**config.mk**
```make
export PLATFORM = sky130hd
export DESIGN_NAME = dac_clk_synth_ctrl
export DESIGN_NICKNAME = d
export VERILOG_FILES = /design/src/core/clk_synth_pkg.sv /design/src/core/channel_code_map.sv /design/src/core/dac_clk_synth_ctrl.sv
export SDC_FILE = /design/constraint.sdc
export NUM_CORES = 1
export LEC_CHECK = 0
export ABC_AREA = 1
export BUFFER_PORTS_ARGS = -buffer_cell sky130_fd_sc_hd__clkbuf_2
export CAP_MARGIN = 20
export CORE_UTILIZATION = 40
export DETAILED_ROUTE_END_ITERATION = 8
export PLACE_DENSITY = 0.62
export SLEW_MARGIN = 20
export SYNTH_ARGS = -nofsm -noshare
export SYNTH_HDL_FRONTEND = slang
export SYNTH_SLANG_ARGS = --single-unit
```
**constraint.sdc**
```tcl
create_clock -name i_clk -period 1.6 [get_ports i_clk]
set_input_delay 0.24 -clock i_clk [delete_from_list [all_inputs] [get_ports i_clk]]
set_output_delay 0.24 -clock i_clk [all_outputs]
set_load 0.02 [all_outputs]
```
**src/core/clk_synth_pkg.sv**
```systemverilog
// Constants, types and register map of the DAC sample-clock synthesizer
// control block. Assumes one reference clock and a decoded register port.

package clk_synth_pkg;

  // ****************************************
  // Register map
  // ****************************************
  localparam logic [11:0] ADDR_PWR_DN = 12'h011;
  localparam logic [11:0] ADDR_IRQ_EN = 12'h01f;
  localparam logic [11:0] ADDR_IRQ_STS = 12'h023;
  localparam logic [11:0] ADDR_CH0_GAIN_HI = 12'h040;
  localparam logic [11:0] ADDR_CH0_GAIN_LO = 12'h041;
  localparam logic [11:0] ADDR_CH1_GAIN_HI = 12'h044;
  localparam logic [11:0] ADDR_CH1_GAIN_LO = 12'h045;
  localparam logic [11:0] ADDR_PLL_EN = 12'h083;
  localparam logic [11:0] ADDR_PLL_STS = 12'h084;
  localparam logic [11:0] ADDR_LOOP_DIV = 12'h085;
  localparam logic [11:0] ADDR_CP_CUR = 12'h08a;
  localparam logic [11:0] ADDR_OSC_DIV = 12'h08b;
  localparam logic [11:0] ADDR_REF_DIV = 12'h08c;

  // ****************************************
  // Field positions
  // ****************************************
  localparam int EN_START_BIT = 4;
  localparam int EN_RECAL_BIT = 7;
  localparam int STS_UPPER_BIT = 7;
  localparam int STS_LOWER_BIT = 6;
  localparam int STS_CAL_DONE_BIT = 5;
  localparam int STS_LOCK_BIT = 1;
  localparam int IRQ_LOCK_BIT = 4;
  localparam int IRQ_LOST_BIT = 5;
  localparam int PD_CH0_BIT = 6;
  localparam int PD_CH1_BIT = 4;
  localparam int PD_BANDGAP_BIT = 7;
  localparam int PD_BIAS_BIT = 2;
  localparam int CP_BYPASS_BIT = 7;

  // ****************************************
  // Reset values
  // ****************************************
  localparam logic [7:0] RST_REG = 8'h00;
  localparam logic [7:0] RST_LOOP_DIV = 8'h06;
  localparam logic [1:0] RST_OSC_DIV = 2'h1;
  localparam logic [2:0] RST_REF_DIV = 3'h0;

  // ****************************************
  // Calibration timing in reference cycles, search start codes and code offset
  // ****************************************
  localparam logic [6:0] CP_CAL_CYCLES = 7'h40;
  localparam logic [6:0] CP_CAL_LAST = CP_CAL_CYCLES - 7'h01;
  localparam logic [2:0] CP_STEP_LAST = 3'h7;
  localparam logic [5:0] CP_MSB = 6'h20;
  localparam logic [8:0] BAND_MSB = 9'h100;
  localparam logic [3:0] BAND_STEP_LAST = 4'hf;
  localparam logic [15:0] CODE_HALF = 16'h8000;

  typedef enum logic [2:0] {
    ST_IDLE = 3'h0,
    ST_CP_CAL = 3'h1,
    ST_BAND = 3'h3,
    ST_LOCK_WAIT = 3'h2,
    ST_RUN = 3'h6
  } synth_state_t;

  typedef struct packed {
    logic wr;
    logic rd;
    logic [11:0] addr;
    logic [7:0] wdata;
  } reg_req_t;

  typedef struct packed {
    logic locked;
    logic band_upper;
    logic band_lower;
    logic cp_up_high;
    logic vco_fast;
  } analog_sts_t;

endpackage

```
**src/core/channel_code_map.sv**
```systemverilog
// One output channel: maps an input code to an unsigned output level.
// Assumes code, format and power-down come from the same clock domain.
`timescale 1ns/100ps

module channel_code_map (
  input wire logic i_clk,
  input wire logic i_rst_n,
  input wire logic [15:0] i_code,
  input wire logic i_twos,
  input wire logic i_power_down,
  output logic [15:0] o_level
);

  logic [15:0] level_ff;

  // Adding half the range to a twos complement code is an MSB flip
  always_ff @(posedge i_clk) begin
    if (!i_rst_n) begin
      level_ff <= 16'h0000;
    end else if (i_power_down) begin
      level_ff <= 16'h0000;
    end else if (i_twos) begin
      level_ff <= i_code ^ clk_synth_pkg::CODE_HALF;
    end else begin
      level_ff <= i_code;
    end
  end

  assign o_level = level_ff;
endmodule

```
**src/core/dac_clk_synth_ctrl.sv**
```systemverilog
// Control and status logic of the DAC sample-clock synthesizer.
// Runs on the reference clock; analog flags arrive unsynchronised.
`timescale 1ns/100ps

module dac_clk_synth_ctrl (
  input wire logic i_clk,
  input wire logic i_rst_n,
  input wire clk_synth_pkg::reg_req_t i_req,
  input wire clk_synth_pkg::analog_sts_t i_analog,
  input wire logic i_twos_complement,
  input wire logic [15:0] i_ch0_code,
  input wire logic [15:0] i_ch1_code,
  output logic [7:0] o_rdata,
  output logic o_rvalid,
  output logic o_pll_enable,
  output logic [5:0] o_cp_current,
  output logic [5:0] o_cp_trim,
  output logic [8:0] o_vco_band,
  output logic [7:0] o_loop_divide_ratio,
  output logic [1:0] o_oscillator_divider_field,
  output logic [2:0] o_reference_divide_ratio,
  output logic [9:0] o_ch0_gain,
  output logic [9:0] o_ch1_gain,
  output logic o_ch0_power_down,
  output logic o_ch1_power_down,
  output logic o_bandgap_power_down,
  output logic o_bias_power_down,
  output logic [15:0] o_ch0_level,
  output logic [15:0] o_ch1_level
);

  // ****************************************
  // Declarations
  // ****************************************
  clk_synth_pkg::synth_state_t state_ff;
  clk_synth_pkg::synth_state_t nxt_state;
  clk_synth_pkg::analog_sts_t meta_ff;
  clk_synth_pkg::analog_sts_t sync_ff;
  logic [7:0] pwr_dn_ff;
  logic [7:0] irq_en_ff;
  logic [7:0] irq_sts_ff;
  logic [7:0] pll_en_ff;
  logic [7:0] loop_div_ff;
  logic [7:0] cp_cur_ff;
  logic [1:0] osc_div_ff;
  logic [2:0] ref_div_ff;
  logic [9:0] gain0_ff;
  logic [9:0] gain1_ff;
  logic [6:0] cnt_ff;
  logic [5:0] cp_coef_ff;
  logic [5:0] cp_mask_ff;
  logic [8:0] band_ff;
  logic [8:0] band_mask_ff;
  logic cal_done_ff;
  logic lock_ff;
  logic upper_ff;
  logic lower_ff;
  logic recal_prev_ff;
  logic pll_on_ff;
  logic [7:0] rdata_ff;
  logic rvalid_ff;
  logic [7:0] nxt_rdata;
  logic active;
  logic recal_rise;
  logic cp_step;
  logic band_step;
  logic sts_w1c;

  // ****************************************
  // Analog flag synchronisers
  // ****************************************
  always_ff @(posedge i_clk) begin
    if (!i_rst_n) begin
      meta_ff <= '0;
      sync_ff <= '0;
    end else begin
      meta_ff <= i_analog;
      sync_ff <= meta_ff;
    end
  end

  // ****************************************
  // Host-written registers
  // ****************************************
  always_ff @(posedge i_clk) begin
    if (!i_rst_n) begin
      pwr_dn_ff <= clk_synth_pkg::RST_REG;
      irq_en_ff <= clk_synth_pkg::RST_REG;
      pll_en_ff <= clk_synth_pkg::RST_REG;
      loop_div_ff <= clk_synth_pkg::RST_LOOP_DIV;
      cp_cur_ff <= clk_synth_pkg::RST_REG;
      osc_div_ff <= clk_synth_pkg::RST_OSC_DIV;
      ref_div_ff <= clk_synth_pkg::RST_REF_DIV;
      gain0_ff <= 10'h000;
      gain1_ff <= 10'h000;
    end else if (i_req.wr) begin
      case (i_req.addr)
        clk_synth_pkg::ADDR_PWR_DN: pwr_dn_ff <= i_req.wdata;
        clk_synth_pkg::ADDR_IRQ_EN: irq_en_ff <= i_req.wdata;
        clk_synth_pkg::ADDR_PLL_EN: pll_en_ff <= i_req.wdata;
        // Range 6..127 is the host's duty; stored as written
        clk_synth_pkg::ADDR_LOOP_DIV: loop_div_ff <= i_req.wdata;
        clk_synth_pkg::ADDR_CP_CUR: cp_cur_ff <= i_req.wdata;
        clk_synth_pkg::ADDR_OSC_DIV: begin
          // Code zero has no divide ratio; keep the old one
          if (i_req.wdata[1:0] != 2'h0) begin
            osc_div_ff <= i_req.wdata[1:0];
          end
        end
        clk_synth_pkg::ADDR_REF_DIV: ref_div_ff <= i_req.wdata[2:0];
        clk_synth_pkg::ADDR_CH0_GAIN_HI: begin
          gain0_ff[9:8] <= i_req.wdata[1:0];
        end
        clk_synth_pkg::ADDR_CH0_GAIN_LO: gain0_ff[7:0] <= i_req.wdata;
        clk_synth_pkg::ADDR_CH1_GAIN_HI: begin
          gain1_ff[9:8] <= i_req.wdata[1:0];
        end
        clk_synth_pkg::ADDR_CH1_GAIN_LO: gain1_ff[7:0] <= i_req.wdata;
        default: ;
      endcase
    end
  end

  // ****************************************
  // Calibration sequencer
  // ****************************************
  assign active = (state_ff == clk_synth_pkg::ST_LOCK_WAIT) ||
                  (state_ff == clk_synth_pkg::ST_RUN);
  assign recal_rise = pll_en_ff[clk_synth_pkg::EN_RECAL_BIT] && !recal_prev_ff;
  assign cp_step = (cnt_ff[2:0] == clk_synth_pkg::CP_STEP_LAST) &&
                   (cp_mask_ff != 6'h00);
  assign band_step = (cnt_ff[3:0] == clk_synth_pkg::BAND_STEP_LAST);

  always_comb begin
    nxt_state = state_ff;
    case (state_ff)
      clk_synth_pkg::ST_IDLE: begin
        if (pll_en_ff[clk_synth_pkg::EN_START_BIT]) begin
          // Coefficient kept from the first run, or pump bypassed; skip the pump
          if (cal_done_ff || cp_cur_ff[clk_synth_pkg::CP_BYPASS_BIT]) begin
            nxt_state = clk_synth_pkg::ST_BAND;
          end else begin
            nxt_state = clk_synth_pkg::ST_CP_CAL;
          end
        end
      end
      clk_synth_pkg::ST_CP_CAL: begin
        if (cnt_ff == clk_synth_pkg::CP_CAL_LAST) begin
          nxt_state = clk_synth_pkg::ST_BAND;
        end
      end
      clk_synth_pkg::ST_BAND: begin
        if (band_step && band_mask_ff == 9'h001) begin
          nxt_state = clk_synth_pkg::ST_LOCK_WAIT;
        end
      end
      clk_synth_pkg::ST_LOCK_WAIT: begin
        if (sync_ff.locked) begin
          nxt_state = clk_synth_pkg::ST_RUN;
        end else if (recal_rise) begin
          nxt_state = clk_synth_pkg::ST_BAND;
        end
      end
      clk_synth_pkg::ST_RUN: begin
        if (recal_rise) begin
          nxt_state = clk_synth_pkg::ST_BAND;
        end
      end
      default: nxt_state = clk_synth_pkg::ST_IDLE;
    endcase
    if (!pll_en_ff[clk_synth_pkg::EN_START_BIT]) begin
      nxt_state = clk_synth_pkg::ST_IDLE;
    end
  end

  always_ff @(posedge i_clk) begin
    if (!i_rst_n) begin
      state_ff <= clk_synth_pkg::ST_IDLE;
      recal_prev_ff <= 1'b0;
      pll_on_ff <= 1'b0;
    end else begin
      state_ff <= nxt_state;
      recal_prev_ff <= pll_en_ff[clk_synth_pkg::EN_RECAL_BIT];
      pll_on_ff <= (nxt_state != clk_synth_pkg::ST_IDLE);
    end
  end

  always_ff @(posedge i_clk) begin
    if (!i_rst_n || nxt_state != state_ff) begin
      cnt_ff <= 7'h00;
    end else begin
      cnt_ff <= cnt_ff + 7'h01;
    end
  end

  // Successive approximation on the up/down current comparator
  always_ff @(posedge i_clk) begin
    if (!i_rst_n) begin
      cp_coef_ff <= 6'h00;
      cp_mask_ff <= 6'h00;
      cal_done_ff <= 1'b0;
    end else if (state_ff == clk_synth_pkg::ST_IDLE &&
                 nxt_state == clk_synth_pkg::ST_CP_CAL) begin
      cp_coef_ff <= clk_synth_pkg::CP_MSB;
      cp_mask_ff <= clk_synth_pkg::CP_MSB;
    end else if (state_ff == clk_synth_pkg::ST_CP_CAL) begin
      if (cp_step) begin
        cp_coef_ff <= (sync_ff.cp_up_high ? (cp_coef_ff & ~cp_mask_ff)
                                          : cp_coef_ff) | (cp_mask_ff >> 1);
        cp_mask_ff <= cp_mask_ff >> 1;
      end
      if (cnt_ff == clk_synth_pkg::CP_CAL_LAST) begin
        cal_done_ff <= 1'b1;
      end
    end
  end

  // Binary search over the oscillator bands
  always_ff @(posedge i_clk) begin
    if (!i_rst_n) begin
      band_ff <= clk_synth_pkg::BAND_MSB;
      band_mask_ff <= clk_synth_pkg::BAND_MSB;
    end else if (nxt_state == clk_synth_pkg::ST_BAND &&
                 state_ff != clk_synth_pkg::ST_BAND) begin
      band_ff <= clk_synth_pkg::BAND_MSB;
      band_mask_ff <= clk_synth_pkg::BAND_MSB;
    end else if (state_ff == clk_synth_pkg::ST_BAND && band_step) begin
      band_ff <= (sync_ff.vco_fast ? (band_ff & ~band_mask_ff) : band_ff) |
                 (band_mask_ff >> 1);
      band_mask_ff <= band_mask_ff >> 1;
    end
  end

  // ****************************************
  // Status flags and lock events
  // ****************************************
  always_ff @(posedge i_clk) begin
    if (!i_rst_n) begin
      lock_ff <= 1'b0;
      upper_ff <= 1'b0;
      lower_ff <= 1'b0;
    end else begin
      lock_ff <= sync_ff.locked && active;
      upper_ff <= sync_ff.band_upper && active;
      lower_ff <= sync_ff.band_lower && active;
    end
  end

  assign sts_w1c = i_req.wr && (i_req.addr == clk_synth_pkg::ADDR_IRQ_STS);

  // New event beats a write-one-to-clear in the same cycle
  always_ff @(posedge i_clk) begin
    if (!i_rst_n) begin
      irq_sts_ff <= 8'h00;
    end else begin
      irq_sts_ff[clk_synth_pkg::IRQ_LOCK_BIT] <=
        (irq_en_ff[clk_synth_pkg::IRQ_LOCK_BIT] && sync_ff.locked &&
         active && !lock_ff) ||
        (irq_sts_ff[clk_synth_pkg::IRQ_LOCK_BIT] &&
         !(sts_w1c && i_req.wdata[clk_synth_pkg::IRQ_LOCK_BIT]));
      irq_sts_ff[clk_synth_pkg::IRQ_LOST_BIT] <=
        (irq_en_ff[clk_synth_pkg::IRQ_LOST_BIT] && lock_ff &&
         !(sync_ff.locked && active)) ||
        (irq_sts_ff[clk_synth_pkg::IRQ_LOST_BIT] &&
         !(sts_w1c && i_req.wdata[clk_synth_pkg::IRQ_LOST_BIT]));
    end
  end

  // ****************************************
  // Read-back
  // ****************************************
  always_comb begin
    nxt_rdata = 8'h00;
    case (i_req.addr)
      clk_synth_pkg::ADDR_PWR_DN: nxt_rdata = pwr_dn_ff;
      clk_synth_pkg::ADDR_IRQ_EN: nxt_rdata = irq_en_ff;
      clk_synth_pkg::ADDR_IRQ_STS: nxt_rdata = irq_sts_ff;
      clk_synth_pkg::ADDR_CH0_GAIN_HI: nxt_rdata = {6'h00, gain0_ff[9:8]};
      clk_synth_pkg::ADDR_CH0_GAIN_LO: nxt_rdata = gain0_ff[7:0];
      clk_synth_pkg::ADDR_CH1_GAIN_HI: nxt_rdata = {6'h00, gain1_ff[9:8]};
      clk_synth_pkg::ADDR_CH1_GAIN_LO: nxt_rdata = gain1_ff[7:0];
      clk_synth_pkg::ADDR_PLL_EN: nxt_rdata = pll_en_ff;
      clk_synth_pkg::ADDR_PLL_STS: begin
        nxt_rdata[clk_synth_pkg::STS_UPPER_BIT] = upper_ff;
        nxt_rdata[clk_synth_pkg::STS_LOWER_BIT] = lower_ff;
        nxt_rdata[clk_synth_pkg::STS_CAL_DONE_BIT] = cal_done_ff;
        nxt_rdata[clk_synth_pkg::STS_LOCK_BIT] = lock_ff;
      end
      clk_synth_pkg::ADDR_LOOP_DIV: nxt_rdata = loop_div_ff;
      clk_synth_pkg::ADDR_CP_CUR: nxt_rdata = cp_cur_ff;
      clk_synth_pkg::ADDR_OSC_DIV: nxt_rdata = {6'h00, osc_div_ff};
      clk_synth_pkg::ADDR_REF_DIV: nxt_rdata = {5'h00, ref_div_ff};
      default: nxt_rdata = 8'h00;
    endcase
  end

  always_ff @(posedge i_clk) begin
    if (!i_rst_n) begin
      rdata_ff <= 8'h00;
      rvalid_ff <= 1'b0;
    end else begin
      rdata_ff <= i_req.rd ? nxt_rdata : 8'h00;
      rvalid_ff <= i_req.rd;
    end
  end

  // ****************************************
  // Channels and outputs
  // ****************************************
  channel_code_map u_ch0 (
    .i_clk(i_clk),
    .i_rst_n(i_rst_n),
    .i_code(i_ch0_code),
    .i_twos(i_twos_complement),
    .i_power_down(pwr_dn_ff[clk_synth_pkg::PD_CH0_BIT]),
    .o_level(o_ch0_level)
  );

  channel_code_map u_ch1 (
    .i_clk(i_clk),
    .i_rst_n(i_rst_n),
    .i_code(i_ch1_code),
    .i_twos(i_twos_complement),
    .i_power_down(pwr_dn_ff[clk_synth_pkg::PD_CH1_BIT]),
    .o_level(o_ch1_level)
  );

  assign o_rdata = rdata_ff;
  assign o_rvalid = rvalid_ff;
  assign o_pll_enable = pll_on_ff;
  assign o_cp_current = cp_cur_ff[5:0];
  assign o_cp_trim = cp_coef_ff;
  assign o_vco_band = band_ff;
  assign o_loop_divide_ratio = loop_div_ff;
  assign o_oscillator_divider_field = osc_div_ff;
  assign o_reference_divide_ratio = ref_div_ff;
  assign o_ch0_gain = gain0_ff;
  assign o_ch1_gain = gain1_ff;
  assign o_ch0_power_down = pwr_dn_ff[clk_synth_pkg::PD_CH0_BIT];
  assign o_ch1_power_down = pwr_dn_ff[clk_synth_pkg::PD_CH1_BIT];
  assign o_bandgap_power_down = pwr_dn_ff[clk_synth_pkg::PD_BANDGAP_BIT];
  assign o_bias_power_down = pwr_dn_ff[clk_synth_pkg::PD_BIAS_BIT];
endmodule

```
==> impl_metrics.ini, run 1 <==
[run_status]
status = complete, no violations

[timing]
timing.final.max_slew_violations = 0
rsz0062_at_grt = yes
post-route-period-util_pct = 96.4
slew_headroom_pct = 71.2
fin_tns_setup_ns = 0
finalHoldViolCount = 0
finClkSkew_ns = 0.00775
worst_pin_slew_ns = 0.431
holdWs_ns = 0.0154
setup_viol = 0
finalCriticalPeriod_ns = 1.54
max_freq_mhz = 649

[critical_path]
reg2reg_slack_ns = 0.06
cp.required_ns = 1.92
reg2reg_to = band_mask_ff[4]
rr_worst_depth = 8
worstReg2RegStart = cnt_ff[1]
critPathMaxFanout = 8
crit_type = reg2reg
cp.arrival_ns = 1.86
critical_path.top_delay_family = simple AND/OR/NAND/NOR gates
cp_num_buf_inv = 1
cpMostUsedCell = nor2_1
critical_path.max_stage_delay_ns = 0.33
start_kind = flip-flop
cp_cell_sequence = ha_4 > nand3_4 > nor2_1 > nand2_1 > nand4_1 > o21ai_4 > clkbuf_16 > nor2_1
cp_slowest_cell = dfxtp_2
cp-end-kind = flip-flop

[final_layout]
final_cell_mix = clkbuf_2, dfxtp_1, inv_1
area_delta_synth_final_pct = 33.1
final_core_util_pct = 54.8
drive_above_1_share_pct = 26.9
mostFrequentLayoutCell = clkbuf_2
layout.cells.non_filler = 1373
nets = 1206
antenna_cells = 0
nFillCells = 1650

[floorplanning]
die_area_sq_mm = 0.0177
rows = 47
fp.dieH_um = 133
die_w_um = 133
core_sq_mm = 0.0166
initial_core_util_pct = 41.2
ios = 162

[power_and_ir_drop]
p_leak_nw = 4.21
ir_worst_vdd_mv = 0.774
powerDensity_mw_per_mm2 = 960

[synth]
ys_types = 32
yosys.area.top_type_share_pct = 47.9
avgSynthCellArea_sq_um = 7.53
yosys-top-cells-area = dfxtp_1, inv_1, nand2_1
synthCells = 911
synth-seq-cells = 164
ys.warnings.count = 0
synth_seq_area_share_pct = 47.9
syn_area_sq_mm = 0.00686
synth_top_cell_by_area = dfxtp_1
syn_nets = 975

[detailed_routing]
wl_met1_um = 8940
drc_errors = 0
dr.pass1.iters = 5
wl_per_cell_um = 14.2
wirelength_um = 19500
drtIter0Drc = 321
ant_nets = 0
viasPerCell = 4.75
met3_length_um = 941
wl_met2_um = 9250
num_vias = 6523
highest_layer = met4

[min_path]
hp-start = i_ch0_code[10]
hold_class = in2reg
min_to = u_ch0.o_level[10]
whs_path_depth = 3

[global_route]
grt.overflow.total = 0
grt_max_degree = 58
grt_pass1_vias = 6047
grt_pass1_wl_um = 31000
track_usage_pct = 22.6
antenna_found_initial = 0

[clocking]
cts_tree = yes
clock_latency_ns = 0.42
htree_levels = 4
cts_sinks = 164
clk_path_buf_depth = 2
numCtsBuffers = 17
clk_pin_slew_ns = 0.06
cts_root_buf = clkbuf_16

[placement]
place_inst = 1311
gp_congestion = 0.865
port_buffers = 161
dp_hpwl_um = 14300

[run]
cap_violations = 0
[tightest hold or removal path: stages]
cell      delay [ns]
clkbuf_2        0.08
inv_1           0.04
nor2_1          0.04
[cells in the mapped netlist]
cell / number
o211ai_1: 2
nor2_2: 7
nor3_1: 3
a21oi_1: 89
a21oi_2: 2
clkinv_1: 2
nand2_1: 131
nand4_1: 28
buf_2: 5
nor2_1: 121
clkbuf_1: 9
buf_6: 9
nand3b_1: 1
o21ai_2: 2
nand3_2: 3
or2_2: 1
xnor2_1: 3
o21bai_1: 7
nand2_2: 9
buf_4: 8
dfxtp_1: 164
ha_1: 2
o21ai_1: 3
o21ai_4: 1
nor2_4: 15
buf_1: 2
xor2_1: 2
nand2_4: 3
nand3_1: 59
o21ai_0: 74
inv_2: 8
inv_1: 136
[cell families after synthesis]
kind of cell	count (synthesis)	share of synthesized area (%)
and+or+nand+nor	381	25.9
AOI/OAI and AO/OA	180	13.9
buffers and inverters	179	11.3
DFF	164	47.9
adders and majority gates	2	0.365
xor gates and xnor gates	5	0.639
[layer usage]
layer | vias to the layer above | track usage [%]
met4 | 0 | 7.47
met1 | 2964 | 29.7
met2 | 159 | 36.4
met5 | - | 0
met3 | 30 | 4.94
li1 | 3370 | -
[metrics by stage]
step	setup WS, ns	total power, mW	cell area, sq um
6_report	0.0583	8.76	9120
3_3_place_gp	-0.239	4.79	8150
3_5_place_dp	-0.221	4.79	8150
2_1_floorplan	0.0790	4.54	6860
4_1_cts	0.0445	8.82	9000
5_1_grt	-0.0305	9.07	9120
[repair_timing]
item                                    CTS  global route
buffers inserted                          0             3
endpoints found under the setup margin   14            37
endpoints found under the hold margin    28             0
cloned                                    0             1
pin swaps                                 0             6
gates resized for setup                   3            23
hold buffers                             28             0
[how the worst max path moves through the flow]
stage / from / to / slack [ns] / depth (start not counted)
after floorplan: cnt_ff[0] / o_vco_band[0] / 0.08 / 9
after global routing: cnt_ff[1] / band_mask_ff[4] / -0.03 / 8
final: cnt_ff[1] / band_mask_ff[4] / 0.06 / 8
after detailed placement: i_req[19] / o_rdata[2] / -0.22 / 11
after CTS: cnt_ff[1] / o_vco_band[1] / 0.04 / 9
after global placement: i_req[19] / o_rdata[2] / -0.24 / 11
[state kept, by name (all words and copies together) (netlist names), 6 cells and up]
| signal | count |
|---|---|
| cp_cur_ff | 8 |
| u_ch1.o_level | 16 |
| pwr_dn_ff | 8 |
| irq_en_ff | 8 |
| o_ch1_gain | 10 |
| cnt_ff | 7 |
| o_ch0_gain | 10 |
| pll_en_ff | 8 |
| o_cp_trim | 6 |
| o_rdata | 8 |
| u_ch0.o_level | 16 |
| cp_mask_ff | 6 |
| band_mask_ff | 9 |
| o_loop_divide_ratio | 8 |
| o_vco_band | 9 |
[power breakdown]
| part | switching [mW] | leakage [nW] | internal (mW) | total, mW |
|---|---|---|---|---|
| clock | 1.62 | 0.272 | 2.37 | 3.99 |
| combinational | 0.354 | 2.61 | 0.242 | 0.597 |
| sequential | 0.0279 | 1.33 | 4.15 | 4.18 |
| total | 2.00 | 4.21 | 6.76 | 8.76 |
[cell type report]
cell class / instances / area (sq um) / share of cell area (%)
clock buffers: 22 / 464 / 5.09
clock inverters: 8 / 103 / 1.12
inverters: 146 / 553 / 6.06
multi-input cells: 568 / 2870 / 31.4
flip-flops and latches: 164 / 3290 / 36.0
well taps: 220 / 275 / 3.02
repair buffers: 245 / 1570 / 17.3
Note: power is estimated with default switching activity, not from simulation.
==> run 2: changes to the inputs <==
--- a/config.mk
+++ b/config.mk
@@ -12,2 +12,3 @@
 export DETAILED_ROUTE_END_ITERATION = 8
+export GPL_TIMING_DRIVEN = 0
 export PLACE_DENSITY = 0.62
==> constraint.sdc (replaced) <==
create_clock -name i_clk -period 1.6 [get_ports i_clk]
set_input_delay 0.32 -clock i_clk [delete_from_list [all_inputs] [get_ports i_clk]]
set_output_delay 0.32 -clock i_clk [all_outputs]
set_load 0.02 [all_outputs]
==> run 2 against run 1 <==
  * Clock-buffer cell count shrank 5
  * Power grew 1.4%
  * Cell area shrank 3.7%
  * Worst setup slack lost 0.0033 ns
  * Critical path type unchanged
  * Critical endpoint is now o_vco_band[1]
  * Largest power group is now clock
==> impl_metrics.ini, run 2 (synthesis gave the netlist of run 1 again) <==
[floorplanning]
ios = 162
core_sq_mm = 0.0166
die_w_um = 133
die_area_sq_mm = 0.0177
initial_core_util_pct = 41.2
fp.dieH_um = 133
rows = 47

[critical_path]
critPathMaxFanout = 6
cp.arrival_ns = 1.87
worstReg2RegStart = cnt_ff[0]
reg2reg_to = o_vco_band[1]
crit_type = reg2reg
cp.required_ns = 1.92
reg2reg_slack_ns = 0.05
start_kind = flip-flop
cp-end-kind = flip-flop
rr_worst_depth = 9

[placement]
place_inst = 1292
port_buffers = 161
pre_cts_slack_ns = -0.385
gp_congestion = 0.882
dp_hpwl_um = 14700

[power_and_ir_drop]
powerDensity_mw_per_mm2 = 1010
p_leak_nw = 4.02
ir_worst_vdd_mv = 0.821

[timing]
worst_pin_slew_ns = 0.672
holdWs_ns = 0.0713
max_freq_mhz = 647
timing.final.max_slew_violations = 0
setup_viol = 0
finalHoldViolCount = 0
finClkSkew_ns = 0.00721
post-route-period-util_pct = 96.6
slew_headroom_pct = 55.2
finalCriticalPeriod_ns = 1.55
rsz0062_at_grt = yes
setup_ws_ns = 0.0549

[global_route]
track_usage_pct = 23.0
grt_pass1_wl_um = 31400
grt.overflow.total = 0
grt_pass1_vias = 6041
grt_max_degree = 17
antenna_found_initial = 0

[clocking]
cts_tree = yes
numCtsBuffers = 17
clk_pin_slew_ns = 0.07
cts-hold-fix-buffers = 0
cts_root_buf = clkbuf_16
cts_sinks = 164
clock_latency_ns = 0.43
htree_levels = 4
clk_path_buf_depth = 2

[detailed_routing]
highest_layer = met4
drtIter0Drc = 382
num_vias = 6542
wirelength_um = 20100
ant_nets = 0
viasPerCell = 4.89
drc_errors = 0
dr.pass1.iters = 5
met3_length_um = 1200
wl_met1_um = 9020
wl_met2_um = 9430
wl_per_cell_um = 15.0

[final_layout]
antenna_cells = 0
seq_area_sq_mm = 0.00329
drive_above_1_share_pct = 27.6
mostFrequentLayoutCell = clkbuf_2
nets = 1170
area_delta_synth_final_pct = 28.2
layout.cells.non_filler = 1339
multiInputGateArea_sq_mm = 0.00291
final_cell_mix = clkbuf_2, dfxtp_1, inv_1
nFillCells = 1668

[min_path]
whs_path_depth = 3
min_to = u_ch0.o_level[3]
hp-start = i_ch0_code[3]
hold_class = in2reg

[run]
cap_violations = 0

[run_status]
status = complete, no violations
## run 2: cell types whose count changed in the layout (fill, tap and decap cells not counted), sizes merged
cell         before  now
clkinvlp          2    3
clkinv            5    7
dlygate4sd3      28    0
inv             145  149
buf              55   39
clkbuf          184  187
## run 2: per-layer routing
metal | vias up | track usage (%)
li1 | 3300 | -
met1 | 2990 | 30.3
met2 | 219 | 36.6
met3 | 33 | 3.98
met4 | 0 | 10.7
met5 | - | 0
## run 2: cell type report
| cell class | count | area share, % |
|---|---|---|
| Buffer | 33 | 2.59 |
| Clock buffer | 17 | 4.84 |
| Clock inverter | 15 | 1.99 |
| Inverter | 146 | 6.29 |
| Multi-Input combinational cell | 568 | 33.2 |
| Sequential cell | 164 | 37.5 |
| Tap cell | 220 | 3.13 |
| Timing Repair Buffer | 176 | 10.5 |
## run 2: worst max-delay path by stage
| stage | from | to | slack [ns] |
|---|---|---|---|
| detailed placement | i_req[19] | o_rdata[2] | -0.38 |
| floorplan | cnt_ff[0] | o_vco_band[0] | 0.08 |
| global placement | i_req[19] | o_rdata[2] | -0.41 |
| finish | cnt_ff[0] | o_vco_band[1] | 0.05 |
| global route | cnt_ff[0] | o_vco_band[0] | -0.03 |
| CTS | cnt_ff[0] | o_cp_trim[2] | 0.004 |
## run 2: repair_timing
action                                  CTS  global route
endpoints found under the setup margin   36            45
buffers inserted                          3            11
resized for setup                         3            39
pin swaps                                 3            12
gates cloned                              0             1
## run 2: critical path, cell delays in order (launching register included)
cell and delay [ns]:
dfxtp_4 0.37, ha_4 0.15, nand3_4 0.13, nor2_4 0.11, nand2_2 0.06, nand2_2 0.08, nand2_4 0.09, o21ai_4 0.23
buf_6 0.16, nor2_1 0.04
## run 2: where the power goes
group / leakage (nW) / switching [mW] / internal (mW) / total [mW]
registers: 1.34 / 0.0260 / 4.15 / 4.17
logic: 2.40 / 0.360 / 0.176 / 0.536
clock network: 0.287 / 1.83 / 2.35 / 4.18
## run 2: metrics by stage
| stage | TNS, ns | total power [mW] | utilization (%) | area, sq um |
|---|---|---|---|---|
| 2_1_floorplan | 0 | 4.54 | - | 6860 |
| 3_3_place_gp | -14.09 | 4.77 | 47.7 | 7940 |
| 3_5_place_dp | -15.36 | 4.78 | 47.7 | 7940 |
| 4_1_cts | 0 | 8.93 | 51.6 | 8580 |
| 5_1_grt | -0.405 | 9.18 | 52.8 | 8790 |
| 6_report | 0 | 8.89 | 52.8 | 8790 |
